`src/rtl/hsc_pkg.sv`:
```
// hsc_pkg: shared constants and types for the counter selected-function block
package hsc_pkg;
    // counter function selection
    typedef enum logic [1:0] {
        HSC_FN_LATCH   = 2'h0,
        HSC_FN_DISABLE = 2'h1,
        HSC_FN_SAMPLE  = 2'h2,
        HSC_FN_NONE    = 2'h3
    } hsc_func_type;

    // sampling run state, gray along idle -> run
    typedef enum logic [0:0] {
        HSC_SMP_IDLE = 1'h0,
        HSC_SMP_RUN  = 1'h1
    } hsc_smp_type;

    localparam int          CNT_W          = 32;
    localparam int          SMP_SET_W      = 16;
    // core clock and control tick
    localparam int          CLK_HZ         = 25000000;
    localparam int          CTRL_TICK_MS   = 1;
    localparam int          TICK_CYCLES    = CLK_HZ / 1000 * CTRL_TICK_MS;
    localparam int          TICK_W         = 15;
    // sampling setting is in units of this many ticks (10 ms)
    localparam int          SMP_UNIT_MS    = 10;
    localparam int          SMP_UNIT_TICKS = SMP_UNIT_MS / CTRL_TICK_MS;
    localparam int          UNIT_W         = 4;
    localparam int          MIN_SMP_SET    = 1;
    localparam logic [CNT_W-1:0] CNT_MAX   = 32'h7FFFFFFF;
    localparam logic [CNT_W-1:0] CNT_ZERO  = 32'h00000000;
    localparam logic [15:0] WARN_SMP_OVF   = 16'h0BEA;   // code 3050
    localparam logic [15:0] WARN_NONE      = 16'h0000;
    localparam int          STAT_SMP_BIT   = 3;
    localparam int          STAT_W         = 16;
endpackage

```
`src/rtl/hsc_selfunc.sv`:
```
// hsc_selfunc: latch, count-disable and sampling functions of one channel
// What this block does
// - latch mode: start/function rise captures into latch1
// - latch input rise always captures into latch2
// - latching ignores count enable
// - external latch lands on next 1ms tick
// - edge ignored while the other source high
// - counting follows count enable command
// - disable mode: start command high halts counting
// - disable mode: active function input halts counting
// - re-enable stays halted while disable source active
// - sampling: trigger rise clears and starts accumulation
// - accumulation stops when interval expires
// - status bit 3 set during sampling run
// - final sample count held after run
// - sampling ignores count enable
// - sampling trigger ignored while other source high
// - retrigger restarts count, timer keeps running
// - saturate at max, raise warning 3050
// - interval latched at run start only
// - interval in 10ms steps, 10 to 655350ms
// - selectable function input polarity
`timescale 1ns/1ns
module hsc_selfunc #(
    // control-cycle length in clocks; silicon keeps the 1 ms default,
    // a shorter value only makes long sampling runs quick to exercise
    parameter int TICK_DIV = hsc_pkg::TICK_CYCLES
) (
    input  wire logic                        core_clk,
    input  wire logic                        rst_b,
    input  wire logic                        clk_en,
    input  wire hsc_pkg::hsc_func_type       func_sel,
    input  wire logic                        func_in_neg,
    input  wire logic [hsc_pkg::SMP_SET_W-1:0] smp_set,
    input  wire logic                        count_enable_cmd,
    input  wire logic                        selected_function_start_cmd,
    input  wire logic                        func_in,
    input  wire logic                        latch_in,
    input  wire logic                        pulse_inc,
    input  wire logic signed [hsc_pkg::CNT_W-1:0] current_count,
    output logic                             count_gate,
    output logic signed [hsc_pkg::CNT_W-1:0] latch1_val,
    output logic signed [hsc_pkg::CNT_W-1:0] latch2_val,
    output logic signed [hsc_pkg::CNT_W-1:0] sample_val,
    output logic [hsc_pkg::STAT_W-1:0]       counter_status_word,
    output logic [15:0]                      warn_code
);
    import hsc_pkg::*;

    ////////////////////////////////////////////////////////////////////
    // input conditioning and edge detection
    logic tick;            // 1 ms control strobe
    logic fin_act;         // function input, polarity applied
    logic cmd_q;           // previous start command
    logic fin_q;           // previous active function input
    logic lin_q;           // previous latch input
    logic lat_pend_q;      // latch2 request waiting for tick
    logic signed [CNT_W-1:0] lat2_hold_q; // count seen at latch rise

    assign fin_act = func_in ^ func_in_neg;

    wire cmd_rise = selected_function_start_cmd & ~cmd_q;
    wire fin_rise = fin_act & ~fin_q;
    // a rise counts only if the other source was low beforehand
    wire trig_raw = (cmd_rise & ~fin_q) | (fin_rise & ~cmd_q);
    // both sources rising together still make a single trigger
    wire trig_ok  = trig_raw;
    wire lin_rise = latch_in & ~lin_q;

    wire is_latch = (func_sel == HSC_FN_LATCH);
    wire is_dis   = (func_sel == HSC_FN_DISABLE);
    wire is_smp   = (func_sel == HSC_FN_SAMPLE);

    hsc_tick_gen #(.TICK_DIV(TICK_DIV)) u_tick (
        .core_clk (core_clk),
        .rst_b    (rst_b),
        .clk_en   (clk_en),
        .tick     (tick)
    );

    // edge history registers
    always_ff @(posedge core_clk or negedge rst_b) begin
        if (!rst_b) begin
            cmd_q <= 1'b0;
            fin_q <= 1'b0;
            lin_q <= 1'b0;
        end else if (clk_en) begin
            cmd_q <= selected_function_start_cmd;
            fin_q <= fin_act;
            lin_q <= latch_in;
        end
    end

    ////////////////////////////////////////////////////////////////////
    // count gating: enable command and disable sources are both levels,
    // so re-enable while a source is high stays halted naturally
    wire dis_src = is_dis & (selected_function_start_cmd | fin_act);
    assign count_gate = count_enable_cmd & ~dis_src;

    ////////////////////////////////////////////////////////////////////
    // latch captures; independent of count enable
    // latch1 is taken immediately; latch2 (pure external) waits for the
    // control tick, matching the slower update path of that capture
    always_ff @(posedge core_clk or negedge rst_b) begin
        if (!rst_b) begin
            latch1_val <= CNT_ZERO;
            latch2_val <= CNT_ZERO;
            lat_pend_q <= 1'b0;
            lat2_hold_q <= CNT_ZERO;
        end else if (clk_en) begin
            if (is_latch && trig_ok) begin
                latch1_val <= current_count;
            end
            // keep the count of the edge itself, not of the later tick
            if (lin_rise) begin
                lat2_hold_q <= current_count;
            end
            // a rise on the tick itself is published at once, so no
            // request is left behind to overwrite it one tick later
            if (lin_rise && !tick) begin
                lat_pend_q <= 1'b1;
            end else if (tick) begin
                lat_pend_q <= 1'b0;
            end
            if (tick && lin_rise) begin
                latch2_val <= current_count;
            end else if (tick && lat_pend_q) begin
                latch2_val <= lat2_hold_q;
            end
        end
    end

    ////////////////////////////////////////////////////////////////////
    // sampling run: tick counter in 10 ms units
    hsc_smp_type       smp_q;       // run state
    logic [SMP_SET_W-1:0] units_q;  // units remaining
    logic [UNIT_W-1:0]  sub_q;      // ticks inside current unit
    logic               ovf_q;      // overflow warning latch

    localparam logic [UNIT_W-1:0] SUB_LAST = UNIT_W'(SMP_UNIT_TICKS - 1);
    localparam logic [SMP_SET_W-1:0] SET_MIN = SMP_SET_W'(MIN_SMP_SET);
    // full-width signed step; a one-bit signed literal would extend to -1
    localparam logic signed [CNT_W-1:0] CNT_STEP = 32'sh00000001;

    wire smp_start = is_smp & trig_ok;
    // zero setting is clamped to the shortest interval
    wire [SMP_SET_W-1:0] set_eff = (smp_set < SET_MIN) ? SET_MIN : smp_set;
    wire unit_end  = tick & (sub_q == SUB_LAST);
    wire run_end   = (smp_q == HSC_SMP_RUN) & unit_end & (units_q == SET_MIN);
    wire at_max    = (sample_val == $signed(CNT_MAX));

    always_ff @(posedge core_clk or negedge rst_b) begin
        if (!rst_b) begin
            smp_q   <= HSC_SMP_IDLE;
            units_q <= '0;
            sub_q   <= '0;
        end else if (clk_en) begin
            unique case (smp_q)
                HSC_SMP_IDLE: begin
                    if (smp_start) begin
                        smp_q   <= HSC_SMP_RUN;
                        units_q <= set_eff;
                        sub_q   <= '0;
                    end
                end
                HSC_SMP_RUN: begin
                    // retrigger leaves the interval timer alone
                    if (run_end && smp_start) begin
                        // trigger on the closing tick opens a fresh run,
                        // so the cleared count is never left stranded
                        units_q <= set_eff;
                        sub_q   <= '0;
                    end else if (run_end) begin
                        smp_q <= HSC_SMP_IDLE;
                    end else if (unit_end) begin
                        sub_q   <= '0;
                        units_q <= units_q - 1'b1;
                    end else if (tick) begin
                        sub_q <= sub_q + 1'b1;
                    end
                end
            endcase
        end
    end

    // sample accumulator; held once the run ends
    always_ff @(posedge core_clk or negedge rst_b) begin
        if (!rst_b) begin
            sample_val <= CNT_ZERO;
            ovf_q      <= 1'b0;
        end else if (clk_en) begin
            if (smp_start) begin
                sample_val <= CNT_ZERO;
            end else if (smp_q == HSC_SMP_RUN && pulse_inc) begin
                if (at_max) begin
                    ovf_q <= 1'b1;
                end else begin
                    sample_val <= sample_val + CNT_STEP;
                end
            end
        end
    end

    assign warn_code = ovf_q ? WARN_SMP_OVF : WARN_NONE;

    always_comb begin
        counter_status_word = '0;
        counter_status_word[STAT_SMP_BIT] = (smp_q == HSC_SMP_RUN);
    end
endmodule

```
`src/rtl/hsc_tick_gen.sv`:
```
// hsc_tick_gen: 1 ms internal control cycle strobe
`timescale 1ns/1ns
module hsc_tick_gen #(
    parameter int TICK_DIV = hsc_pkg::TICK_CYCLES   // clocks per tick
) (
    input  wire logic core_clk,
    input  wire logic rst_b,
    input  wire logic clk_en,
    output logic      tick
);
    import hsc_pkg::*;

    localparam logic [TICK_W-1:0] TICK_LAST = TICK_W'(TICK_DIV - 1);

    logic [TICK_W-1:0] div_q;   // cycle divider
    wire               wrap = (div_q == TICK_LAST);

    ////////////////////////////////////////////////////////////////////
    // free-running divider, one-cycle strobe at wrap
    always_ff @(posedge core_clk or negedge rst_b) begin
        if (!rst_b) begin
            div_q <= '0;
        end else if (clk_en) begin
            div_q <= wrap ? '0 : div_q + 1'b1;
        end
    end

    assign tick = wrap & clk_en;
endmodule

```
`config.mk`:
```
export PLATFORM = sky130hd
export DESIGN_NAME = hsc_selfunc
export DESIGN_NICKNAME = d
export VERILOG_FILES = /design/src/rtl/hsc_pkg.sv /design/src/rtl/hsc_selfunc.sv /design/src/rtl/hsc_tick_gen.sv
export SDC_FILE = /design/constraint.sdc
export NUM_CORES = 1
export LEC_CHECK = 0
export ABC_AREA = 1
export BUFFER_PORTS_ARGS = -buffer_cell sky130_fd_sc_hd__buf_2
export CELL_PAD_IN_SITES_DETAIL_PLACEMENT = 1
export CELL_PAD_IN_SITES_GLOBAL_PLACEMENT = 1
export CORE_MARGIN = 2
export CORE_UTILIZATION = 42
export CTS_BUF_LIST = sky130_fd_sc_hd__clkbuf_4
export CTS_CLUSTER_SIZE = 12
export DETAILED_ROUTE_END_ITERATION = 10
export PLACE_DENSITY_LB_ADDON = 0.1
export SYNTH_ARGS = -nofsm -noshare
export SYNTH_HDL_FRONTEND = slang
export SYNTH_SLANG_ARGS = --single-unit
```
`constraint.sdc`:
```
create_clock -name core_clk -period 2.4 [get_ports core_clk]
set_input_delay 0.36 -clock core_clk [delete_from_list [all_inputs] [get_ports core_clk]]
set_output_delay 0.36 -clock core_clk [all_outputs]
set_load 0.05 [all_outputs]
```
==> results.toml <==
[status]
run_status = "finished clean"

[clocking]
numCtsBuffers = 17
cts-htree-levels = 4
clk_latency_ns = 0.61
ctsLongestPathBuffers = 2
root_buffer = "clkbuf_4"
cts_tree = "built"
clkTransAtPathRegs_ns = 0.18
cts_sinks = 169

[die]
io_pins = 188
die_h_um = 149
design.die.area_um2 = 22100
start_util_pct = 43.1
num_rows = 52
die_w_um = 149
core_area_um2 = 20400

[detailed_routing]
vias = 7884
routed_wl_mm = 24.5
drcViolationCount = 0
firstDrtPassIters = 4
wl_per_cell_um = 15.8
ant_nets = 0
drt-initial-drc-count = 354
viasPerCell = 5.08

[setup_path]
crit_chain = "ha_1, nand2_1, nor2_2, nand2_1, inv_2, nand2_1, nor2_1, nand2_1, nand2_1, nand2_4, buf_12, nand4_1, o21ai_0"
crit_type = "reg2reg"
critPathMaxStageDelay_ns = 0.43
slowest_stage = "dfrtp_1"
cp-start-kind = "flip-flop"
crit_top_cell = "nand2_1"
worst_setup_path_end_kind = "flip-flop"
worst-path-max-fanout = 37
cp.arrival_ns = 2.60
required_ns = 2.88
cp_num_buf_inv = 2
critPathTopFamily = "simple AND/OR/NAND/NOR gates"
r2r_slack_ns = 0.28

[sta]
setup_violations = 0
hold_viol_final = 0
finalMaxSlewViolations = 0
fmax_ghz = 0.473
rsz0062_at_grt = "no"
period_needed_ns = 2.12
timing.final.ws_setup_ns = 0.284
setup_tns_ns = 0
slew_headroom_pct = 66.5
whs_ns = 0.0320
finalClockSkew_ns = 0.0313
max_slew.worst_pin.slew_ns = 0.502
fin_crit_sh_pct = 88.2

[layout]
fin_util_pct = 50.3
layout.cells.most_common_list = "nand2_1, dfrtp_1, buf_2"
nets = 1333
drive_gt1_share_pct = 19.9
area_delta_synth_final_pct = 16.6
mostFrequentLayoutCell = "nand2_1"

[power_and_ir_drop]
vdd_drop_max_mv = 0.795
pwr-share-comb_pct = 38.5
swShare_pct = 47.0
leakage_nw = 5.37
powerDensity_nw_per_um2 = 936
pwr-share-seq_pct = 42.5
switchingPower_w = 0.00451
internal_power_w = 0.00510
clkPwrFrac_pct = 19.0

[global_routing]
grt_overflow = 0
antenna_found_initial = 2
first_global_vias = 7939
grt_max_degree = 58
grt.total_usage_pct = 22.9
grt_pass1_wl_mm = 40.8

[logic_synthesis]
ys_types = 47
ys_warn_count = 0
syn_area_um2 = 8800
yosysSeqAreaShare_pct = 48.0
syn_inst = 1098
syn_avg_cell_area_um2 = 8.02
synth_seq_cells = 169

[min_path]
worstHoldPathType = "in2reg"

[flow_run]
drv_cap = 0

[place]
place.gp.congestion = 0.851
pre_cts_ws_ns = 0.184
dp_hpwl_mm = 17.9
numPortBuffers = 164
-- kinds of logic after synthesis --
group                    count (synthesis)  share of synthesized area, %
flip-flops                             169                          48.0
AND/OR/NAND/NOR                        545                          26.7
buffers and inverters                  186                          10.0
multiplexers                             9                          1.09
adder cells (fa/ha/maj)                  6                         0.853
XOR/XNOR                                29                          2.88
other                                    1                        0.0426
AO/OA/AOI/OAI                          153                          10.3
-- registers in the layout, summed over array words and instances (netlist names) --
name          count
latch1_val       32
cmd_q             1
units_q          16
sample_val       32
ovf_q             1
smp_q             1
u_tick.div_q     15
sub_q             4
lin_q             1
latch2_val       32
fin_q             1
lat_pend_q        1
lat2_hold_q      32
-- power groups by stage --
stage | Sequential [W] | Clock, W | Combinational (W)
final | 0.00408 | 0.00183 | 0.00370
after global routing | 0.00418 | 0.00202 | 0.00410
after CTS | 0.00408 | 0.00188 | 0.00374
after detailed placement | 0.00413 | 0 | 0.00371
after global placement | 0.00411 | 0 | 0.00364
after floorplan | 0.00521 | 0 | 0.00156
-- worst register-to-register path, cell delays in order, from the launching register on --
cell and delay [ns]:
dfrtp_1 0.43, ha_1 0.23, nand2_1 0.09, nor2_2 0.12, nand2_1 0.12, inv_2 0.10, nand2_1 0.05, nor2_1 0.08
nand2_1 0.10, nand2_1 0.13, nand2_4 0.15, buf_12 0.21, nand4_1 0.10, o21ai_0 0.10
-- per-stage QoR --
stage | area, µm² | std cells | total power, W
finish | 10300 | 1552 | 0.00961
global route | 10300 | 1552 | 0.0103
CTS | 10200 | 1549 | 0.00971
detailed placement | 9840 | 1509 | 0.00784
global placement | 9840 | 1509 | 0.00775
floorplan | 8890 | 1120 | 0.00678
-- final timing paths --
path,start,to,cells past startpoint
setup / recovery,sample_val[0],sample_val[8],13
hold / removal,current_count[27],latch1_val[27],3
setup reg to reg,sample_val[0],sample_val[8],13
hold reg to reg,lin_q,lin_q,2
max in group asynchronous,rst_b,sample_val[14],3
min in group asynchronous,rst_b,latch1_val[13],2
-- synthesized netlist by cell type (all sizes together) --
master  instances  share of area (%)
o31ai           1              0.085
nand3b          3               0.26
ha              6               0.85
nor2           95                4.5
and2            2               0.14
o21a            1              0.085
o221ai         23                2.3
buf            47                4.1
xor2           22                2.2
nand2         333                 15
nor4            3               0.21
inv           114                4.9
clkbuf         23               0.98
a21boi          1              0.085
nand3          54                3.1
mux2            5               0.64
nand4          33                2.5
o21ai         103                6.1
dfrtp         169                 48
clkinv          2              0.085
a311oi          1              0.099
and3b           1              0.099
a21oi          20                1.3
conb            1              0.043
nor3           19                1.2
o211ai          1              0.085
or2             1              0.071
xnor2           7               0.70
a31oi           1              0.071
mux2i           4               0.45
nor3b           1              0.085
a21o            1               0.17
-- cell type report --
cell class,instances,area [µm²]
Antenna cell,1,2.50
Clock buffer,17,128
Clock inverter,15,198
Fill cell,2610,10200
Inverter,116,435
Multi-Input combinational cell,765,3790
Sequential cell,169,4230
Tap cell,270,338
Timing Repair Buffer,199,1150
-- repair_timing --
action                                  CTS  global route
endpoints found under the setup margin    0            11
buffers inserted                          0             0
hold buffers                              8             2
hold endpoints to repair                 47             2
gates resized for setup                   0             1
-- per-layer routing --
metal / vias to the layer above / global-route usage [%] / part of all wire, %
met5: - / 0 / 0.053
met4: 2 / 5.90 / 1.3
met3: 26 / 3.64 / 4.2
met2: 172 / 38.2 / 48
met1: 3842 / 31.4 / 46
li1: 3842 / - / -
No activity file was read; power rests on OpenSTA's default activity.
